<file path="src/core/pif_pkg.sv">
/*
  Shared constants and types of the peripheral request flag block:
  register offsets, flag bit positions, reset values, the capture/compare
  mode encoding and the state record of the top module.
  Assumes a byte-addressed Avalon-MM slave with one 32-bit word per register.
*/
package pif_pkg;

  // number of implemented flags, bits 5..0
  localparam int unsigned FLAG_W = 6;

  // register byte offsets
  localparam logic [3:0] OFF_FLAGS = 4'h0;
  localparam logic [3:0] OFF_STAT  = 4'h4;
  localparam logic [3:0] OFF_MASK  = 4'h8;
  localparam logic [3:0] OFF_MODE  = 4'hC;

  // flag bit positions
  localparam int unsigned BIT_USB   = 5;
  localparam int unsigned BIT_NVM   = 4;
  localparam int unsigned BIT_BCOL  = 3;
  localparam int unsigned BIT_VDET  = 2;
  localparam int unsigned BIT_TIMER_THREE  = 1;
  localparam int unsigned BIT_CCP2  = 0;

  // mode field position and width
  localparam int unsigned MODE_LSB  = 0;
  localparam int unsigned MODE_W    = 2;

  // reset values
  localparam logic [5:0]  RST_FLAGS = 6'h00;
  localparam logic [5:0]  RST_STAT  = 6'h00;
  localparam logic [5:0]  RST_MASK  = 6'h00;
  localparam logic [31:0] RST_RDATA = 32'h0000_0000;

  // capture/compare unit two operating mode
  typedef enum logic [1:0] {
    PIF_MODE_CAPTURE = 2'b00,
    PIF_MODE_COMPARE = 2'b01,
    PIF_MODE_PWM     = 2'b10,
    PIF_MODE_OFF     = 2'b11
  } pif_ccp_mode_t;

  localparam pif_ccp_mode_t RST_MODE = PIF_MODE_CAPTURE;

  // state record of the top module
  typedef struct packed {
    logic          waitreq;
    logic [31:0]   rdata;
    logic [5:0]    stat;
    logic [5:0]    mask;
    pif_ccp_mode_t mode;
    logic          irq;
  } pif_state_t;

  // state record of one flag cell
  typedef struct packed {
    logic flag;
  } pif_cell_t;

endpackage : pif_pkg

</file>
<file path="src/core/pif_flag_cell.sv">
/*
  One request flag bit: set by a peripheral event pulse, written by
  software, with the event taking precedence over a same-cycle write.
  Assumes the event pulse and write strobe are on clk_i.
*/
`timescale 1ns/1ps
`default_nettype none
module pif_flag_cell (
  // clock and reset
  input  wire logic clk_i,
  input  wire logic resetn_i,
  // event side
  input  wire logic set_i,
  // software side
  input  wire logic wr_en_i,
  input  wire logic wr_val_i,
  // flag
  output logic      flag_o
);

  pif_pkg::pif_cell_t st_r;
  pif_pkg::pif_cell_t st_nxt;

  always_comb
  begin
    st_nxt = st_r;
    if (wr_en_i)
    begin
      st_nxt.flag = wr_val_i;
    end
    // a same-cycle event overrides the software write
    if (set_i)
    begin
      st_nxt.flag = 1'b1;
    end
  end

  always_ff @(posedge clk_i)
  begin
    if (!resetn_i)
    begin
      st_r.flag <= 1'b0;
    end
    else
    begin
      st_r <= st_nxt;
    end
  end

  assign flag_o = st_r.flag;

endmodule : pif_flag_cell
`default_nettype wire

</file>
<file path="src/core/pif_flags.sv">
/*
  Peripheral request flag register two, low six bits, with an Avalon-MM
  slave, a sticky write-one-to-clear interrupt status, a mask and one
  level interrupt output.
  Assumes all event inputs are single-cycle pulses on clk_i.
*/
// The register offsets and the Avalon-MM interface to the registers are this design's own decisions.
`timescale 1ns/1ps
`default_nettype none
module pif_flags (
  // clock and reset
  input  wire logic        clk_i,
  input  wire logic        resetn_i,
  // avalon-mm slave
  input  wire logic [3:0]  avs_address_i,
  input  wire logic        avs_read_i,
  input  wire logic        avs_write_i,
  input  wire logic [31:0] avs_writedata_i,
  input  wire logic [3:0]  avs_byteenable_i,
  output logic      [31:0] avs_readdata_o,
  output logic             avs_waitrequest_o,
  // peripheral event pulses
  input  wire logic        usb_req_i,
  input  wire logic        nvm_write_done_i,
  input  wire logic        bus_collision_i,
  input  wire logic        voltage_trip_i,
  input  wire logic        timer_three_ovf_i,
  input  wire logic        capcomp_capture_i,
  input  wire logic        capcomp_match_i,
  // flags and interrupt
  output logic      [5:0]  flags_o,
  output logic             irq_o
);

  pif_pkg::pif_state_t st_r;
  pif_pkg::pif_state_t st_nxt;

  logic [pif_pkg::FLAG_W-1:0] events;
  logic [pif_pkg::FLAG_W-1:0] flags;
  logic                       ccp_event;
  logic                       wr_done;
  logic                       wr_flags;

  function automatic logic reg_hit(input logic [3:0] addr, input logic [3:0] off);
    reg_hit = (addr == off);
  endfunction : reg_hit

  function automatic logic [31:0] zext6(input logic [5:0] v);
    zext6 = {26'h000_0000, v};
  endfunction : zext6

  // capture/compare flag source depends on the mode
  always_comb
  begin
    case (st_r.mode)
      pif_pkg::PIF_MODE_CAPTURE: ccp_event = capcomp_capture_i;
      pif_pkg::PIF_MODE_COMPARE: ccp_event = capcomp_match_i;
      pif_pkg::PIF_MODE_PWM:     ccp_event = 1'b0;
      default:                   ccp_event = 1'b0;
    endcase
  end

  always_comb
  begin
    events                     = '0;
    events[pif_pkg::BIT_USB]   = usb_req_i;
    events[pif_pkg::BIT_NVM]   = nvm_write_done_i;
    events[pif_pkg::BIT_BCOL]  = bus_collision_i;
    events[pif_pkg::BIT_VDET]  = voltage_trip_i;
    events[pif_pkg::BIT_TIMER_THREE]  = timer_three_ovf_i;
    events[pif_pkg::BIT_CCP2]  = ccp_event;
  end

  // a transfer completes at the edge where waitrequest is low
  assign wr_done  = avs_write_i && !st_r.waitreq;
  assign wr_flags = wr_done && avs_byteenable_i[0] && reg_hit(avs_address_i, pif_pkg::OFF_FLAGS);

  genvar g;
  generate
    for (g = 0; g < pif_pkg::FLAG_W; g++)
    begin : g_flag
      pif_flag_cell u_cell (
        .clk_i    (clk_i),
        .resetn_i (resetn_i),
        .set_i    (events[g]),
        .wr_en_i  (wr_flags),
        .wr_val_i (avs_writedata_i[g]),
        .flag_o   (flags[g])
      );
    end
  endgenerate

  always_comb
  begin
    st_nxt = st_r;
    // bus handshake: one wait cycle, then completion
    if (st_r.waitreq && (avs_read_i || avs_write_i))
    begin
      st_nxt.waitreq = 1'b0;
      st_nxt.rdata   = pif_pkg::RST_RDATA;
      if (avs_read_i)
      begin
        if (reg_hit(avs_address_i, pif_pkg::OFF_FLAGS))
        begin
          st_nxt.rdata = zext6(flags);
        end
        else if (reg_hit(avs_address_i, pif_pkg::OFF_STAT))
        begin
          st_nxt.rdata = zext6(st_r.stat);
        end
        else if (reg_hit(avs_address_i, pif_pkg::OFF_MASK))
        begin
          st_nxt.rdata = zext6(st_r.mask);
        end
        else if (reg_hit(avs_address_i, pif_pkg::OFF_MODE))
        begin
          st_nxt.rdata = {30'h0000_0000, st_r.mode};
        end
      end
    end
    else if (!st_r.waitreq)
    begin
      st_nxt.waitreq = 1'b1;
    end
    // register writes
    if (wr_done && avs_byteenable_i[0])
    begin
      if (reg_hit(avs_address_i, pif_pkg::OFF_STAT))
      begin
        st_nxt.stat = st_r.stat & ~avs_writedata_i[pif_pkg::FLAG_W-1:0];
      end
      if (reg_hit(avs_address_i, pif_pkg::OFF_MASK))
      begin
        st_nxt.mask = avs_writedata_i[pif_pkg::FLAG_W-1:0];
      end
      if (reg_hit(avs_address_i, pif_pkg::OFF_MODE))
      begin
        st_nxt.mode = pif_pkg::pif_ccp_mode_t'(
          avs_writedata_i[pif_pkg::MODE_LSB +: pif_pkg::MODE_W]);
      end
    end
    // sticky status, set after clear so an event is never lost
    st_nxt.stat = st_nxt.stat | events;
    st_nxt.irq  = |(st_nxt.stat & st_nxt.mask);
  end

  always_ff @(posedge clk_i)
  begin
    if (!resetn_i)
    begin
      st_r.waitreq <= 1'b1;
      st_r.rdata   <= pif_pkg::RST_RDATA;
      st_r.stat    <= pif_pkg::RST_STAT;
      st_r.mask    <= pif_pkg::RST_MASK;
      st_r.mode    <= pif_pkg::RST_MODE;
      st_r.irq     <= 1'b0;
    end
    else
    begin
      st_r <= st_nxt;
    end
  end

  assign avs_readdata_o    = st_r.rdata;
  assign avs_waitrequest_o = st_r.waitreq;
  assign flags_o           = flags;
  assign irq_o             = st_r.irq;

endmodule : pif_flags
`default_nettype wire

</file>
<file path="config.mk">
export PLATFORM = sky130hd
export DESIGN_NAME = pif_flags
export DESIGN_NICKNAME = d
export VERILOG_FILES = /design/src/core/pif_pkg.sv /design/src/core/pif_flag_cell.sv /design/src/core/pif_flags.sv
export SDC_FILE = /design/constraint.sdc
export NUM_CORES = 1
export LEC_CHECK = 0
export ABC_AREA = 1
export ABC_CLOCK_PERIOD_IN_PS = 2000
export BUFFER_PORTS_ARGS = -buffer_cell sky130_fd_sc_hd__buf_2
export CORE_MARGIN = 2
export CORE_UTILIZATION = 45
export CTS_CLUSTER_DIAMETER = 120
export CTS_CLUSTER_SIZE = 10
export DETAILED_ROUTE_END_ITERATION = 6
export PLACE_DENSITY = 0.9
export SYNTH_ARGS = -nofsm -noshare
export SYNTH_HDL_FRONTEND = slang
export SYNTH_HIERARCHICAL = 1
export SYNTH_SLANG_ARGS = --single-unit
</file>
<file path="constraint.sdc">
create_clock -name clk_i -period 2 [get_ports clk_i]
set_input_delay 0.4 -clock clk_i [delete_from_list [all_inputs] [get_ports clk_i]]
set_output_delay 0.4 -clock clk_i [all_outputs]
set_load 0.02 [all_outputs]
</file>
---- After elaboration in Yosys (flattened, before gate mapping) ----
Cells that the tools add are included.
word-level totals
  output and inout port bits .............. 40
  input bits .............................. 51
  word-level logic and storage cells ...... 59
  bits in registers ....................... 54
cells by class
  equality and inequality tests ........... 4
  reduce and logical (&&, ||, !) cells .... 16
  muxes and demuxes ....................... 23
  bitwise gates (word level) .............. 4
operators with widths
  cell                                                                   number
  32-bit 2-to-1 mux                                                      4
  14-bit 2-to-1 mux                                                      1
  1-bit 2-to-1 mux                                                       13
  6-bit bitwise AND                                                      2
  6-bit 2-to-1 mux                                                       2
  2-bit nonzero test                                                     6
  4-bit equality test, second input constant                             2
  6-bit NOT                                                              1
  6-bit bitwise OR                                                       1
  6-bit OR reduction                                                     1
  4-bit by 3-bit equality test with 1-bit output, second input constant  1
  1-bit logical AND                                                      4
  4-bit logical NOT                                                      1
  2-bit 2-to-1 mux                                                       2
  2-bit by 1-bit equality test with 1-bit output, second input constant  1
  2-bit logical NOT                                                      1
  1-bit one-hot mux with 2 select lines                                  1
  2-bit AND reduction                                                    1
  1-bit logical NOT                                                      1
  1-bit logical OR                                                       1

---- Logic depth before layout (Yosys ltp) ----
  depth in word-level cells ............... 7
  depth in mapped cells ................... 11
  gate-level depth less buffers ........... 10

---- By module ----
Netlist, hierarchy kept.
modules (own cells, without submodules)
  module         cells each  times used  sequential area each (um^2)  area an instance (um^2)
  pif_flags      210         1           440.4                        1397.6
  pif_flag_cell  9           6           20.0                         50.0

---- Worst setup path after synthesis ----
Ideal clock, no wire load.
  path type ............................... input port to flip-flop
  start ................................... input avs_address_i[1]
  end ..................................... register g_flag[0].u_cell.st_r
  slack ................................... 0.396 ns
  library setup time ...................... 0.112 ns
  buffers on the path ..................... 0
  arrival ................................. 1.493 ns
  cell stages on the path ................. 8
  data required time ...................... 1.888 ns
  cell sequence ........................... nor2_1 > nand2_1 > nor2_1 > inv_1 > nor2_1 > nor2_1 > nor2_1 > nor2_1
on the way
  word-level cells in the longest chain between the ends .. 3
RTL lines
  what                          RTL line             RTL
  from (decl)                   pif_flags.sv:15      input wire logic [3:0] avs_address_i,
  4-bit logical NOT             pif_flags.sv:45      reg_hit = (addr == off);
  1-bit logical AND             pif_flags.sv:76      assign wr_flags = wr_done && avs_byteenable_i[0] && reg_hit(avs_address_i, pif_pkg::OFF_FLAGS);
  via wr_flags                  pif_flags.sv:42      logic wr_flags;
  2-bit nonzero test (no line)  --
  to (signal assigned)          pif_flag_cell.sv:46  st_r <= st_nxt;
  to (decl)                     pif_flag_cell.sv:21  pif_pkg::pif_cell_t st_r;
The timed path passes the listed nets, and every way through them passes these cells.
A chain may end at the register's enable or synchronous reset.

---- Final worst setup path ----
  start ................................... input avs_address_i[1]
  end ..................................... register g_flag[2].u_cell.st_r
on the way
  word-level cells in the longest chain between the ends .. 3
RTL lines
  what                          RTL line
  4-bit logical NOT             pif_flags.sv:45
  1-bit logical AND             pif_flags.sv:76
  via wr_flags                  pif_flags.sv:42
  2-bit nonzero test (no line)  --
  to (signal assigned)          pif_flag_cell.sv:46
  to (decl)                     pif_flag_cell.sv:21
The timed path passes the listed nets, and every way through them passes these cells.

==> impl_metrics.ini <==
[power]
comb_power_share = 0.161
clockPowerShare = 0.360
seqPwrFrac = 0.479
p_leak_uw = 0.001023
p_sw_frac = 0.2716
p_switching_uw = 336.3
p_int_uw = 902.2
vdd_drop_max_v = 0.0002853
powerDensity_nw_per_um2 = 665.2

[place]
hpwl_um = 2655
placed_area_sq_um = 1790
routabilityCongestion = 0.8518
port_buffers = 35

[floorplan]
start_util = 0.4673
die_h_um = 65.43
core_area_sq_um = 3633
pin_count = 91
die_area_sq_um = 4280
rows = 22
die_w_um = 65.43

[hold_path]
hold_depth = 2
holdPathEnd = avs_waitrequest_o
hp-start = resetn_i
hp-class = in -> reg

[critical_path]
cp.arrival_ps = 1640
path_class = in -> reg
end_kind = register
worst-r2r-cell-count = 10
critPathMaxFanout = 8
r2r_slack_ps = 620
regToRegStartpoint = avs_waitrequest_o
crit_required_ps = 2180
timing.rr.end = irq_o
cp-start-kind = primary input

[clock_tree]
cts.sinks = 28
cts_resized = 0
max-clock-path-buffers = 2
hold_buffers = 0
clk_latency_ps = 280
cts_inserted_buffers = 3
post_cts_buffers = 0
htreeDepth = 1
cts-root-buf = clkbuf_8
clk_pin_slew_ps = 90
cts_tree = done

[layout]
design_area_sq_um = 1862
fin_nets = 348
final_common_cell = nand2_1
area_growth_syn_to_layout_pct = 9.654
layout-drive-gt1-share = 0.1926
insertedDiodeCount = 0
layout_common_cells = nand2_1 (69), inv_1 (41), buf_2 (35)

[routing]
post_drt_via_cell_ratio = 4.433
drc = 0
dr.first_iter.drc_count = 67
ant_nets = 0
wl_per_cell_um = 9.619
wl_um = 3309
via_count = 1525
drt_pre_antenna_iters = 4

[timing]
relSlewSlack = 0.5630
rsz0062_at_grt = false
clock_skew_ps = 2.927
period_needed_ps = 1457
fmax_mhz = 686.4
period_share = 0.7284
setup_viol = 0
fin_tns_setup_ps = 0
tightest_slew_ps = 654.8
maxSlewViolCount = 0
final_hold_viol_count = 0

[status]
outcome = finished clean

[logic_synthesis]
yosys_warnings = 6
syn_area_per_cell_sq_um = 6.431
synth.distinct_cells = 21
synth_seq_area_share = 0.3301
syn_inst = 264
ys_ff_latch = 28
syn_area_sq_um = 1698

[grt]
grt_pass1_wl_um = 5671
antenna_found_initial = 0
grt_pass1_vias = 1331
gr-total-overflow = 0
grt_usage = 0.1694
grt_max_degree = 22

[job]
drv_cap = 0
==> power by group through the flow <==
| stage | clock network (uW) | logic, uW | registers (uW) |
|---|---|---|---|
| final | 445 | 200 | 593 |
| after global placement | 0 | 195 | 605 |
| after CTS | 456 | 200 | 593 |
| after detailed placement | 0 | 199 | 606 |
| after global routing | 482 | 225 | 596 |
| after floorplan | 0 | 167 | 616 |
==> critical path, stage by stage <==
cell and delay (ps):
buf_2 100, nor2_1 130, nand2_1 100, nor2_1 200, inv_1 160, nor2_1 150
buf_4 180, nor2_1 60, nor2_1 100, nor2_1 50
==> worst max-delay path by stage <==
stage / from / to / slack, ps / depth (start not counted)
floorplan: avs_address_i[1] / g_flag[0].u_cell/flag_o / 400 / 8
global placement: avs_address_i[1] / g_flag[4].u_cell/flag_o / 290 / 10
detailed placement: avs_address_i[1] / g_flag[4].u_cell/flag_o / 260 / 10
CTS: avs_address_i[1] / g_flag[2].u_cell/flag_o / 560 / 10
global route: avs_address_i[1] / g_flag[5].u_cell/flag_o / 400 / 10
finish: avs_address_i[1] / g_flag[2].u_cell/flag_o / 540 / 10
==> sequential cells by signal, summed over array words and instances (netlist names) <==
signal	flops
st_r	14
irq_o	1
g_flag.u_cell/flag_o	6
avs_readdata_o	6
avs_waitrequest_o	1
==> logic make-up (layout without fill, tap and decap cells) <==
group / Yosys count / after routing / synth area share
AO/OA/AOI/OAI: 35 / 35 / 0.1223
buffers and inverters: 81 / 88 / 0.2542
flip-flops: 28 / 28 / 0.3301
other: 1 / 26 / 0.002209
AND/OR/NAND/NOR: 119 / 119 / 0.2911
==> metal layers <==
layer  share of wire  vias to the layer above  wire [um]  GRT usage
met4           0.014                        0         47    0.06771
met1            0.44                      664       1451     0.2045
met3           0.064                        5        213    0.02911
met5               0                        -          0          0
li1                -                      804          -          -
met2            0.48                       52       1596     0.2972
==> Yosys cell counts <==
| cell type | n | area share |
|---|---|---|
| inv_1 | 41 | 0.091 |
| o21ai_1 | 1 | 0.0029 |
| o211ai_1 | 6 | 0.027 |
| nor2_1 | 34 | 0.075 |
| buf_6 | 1 | 0.0066 |
| conb_1 | 1 | 0.0022 |
| o21ai_2 | 3 | 0.015 |
| a21oi_2 | 1 | 0.0052 |
| buf_4 | 32 | 0.14 |
| clkbuf_1 | 2 | 0.0044 |
| dfxtp_1 | 28 | 0.33 |
| inv_2 | 5 | 0.011 |
| or2_2 | 1 | 0.0037 |
| o21ai_0 | 5 | 0.015 |
| nand2_4 | 1 | 0.0066 |
| nand2_2 | 1 | 0.0037 |
| a211oi_1 | 1 | 0.0044 |
| nor2_4 | 3 | 0.020 |
| nand3_1 | 10 | 0.029 |
| a21oi_1 | 18 | 0.053 |
| nand2_1 | 69 | 0.15 |
==> final cells by class <==
class,count,area [sq um]
Clock buffer,3,41.29
Multi-Input combinational cell,180,799.5
Sequential cell,28,560.5
Fill cell,369,1772
Inverter,46,172.7
Timing Repair Buffer,38,197.7
Tap cell,48,60.06
Clock inverter,1,30.03
==> metrics by stage <==
step	worst slack (ps)	utilization	hold slack [ps]	cells	power, uW
global placement	294.0	0.4928	450.3	340	799.7
CTS	557.5	0.5124	369.2	344	1249
floorplan	395.6	-	445.7	289	783.4
global route	404.1	0.5124	365.2	344	1303
finish	543.2	0.5124	373.1	344	1239
detailed placement	255.8	0.4928	454.6	340	804.7
(Power assumes the default switching activity.)
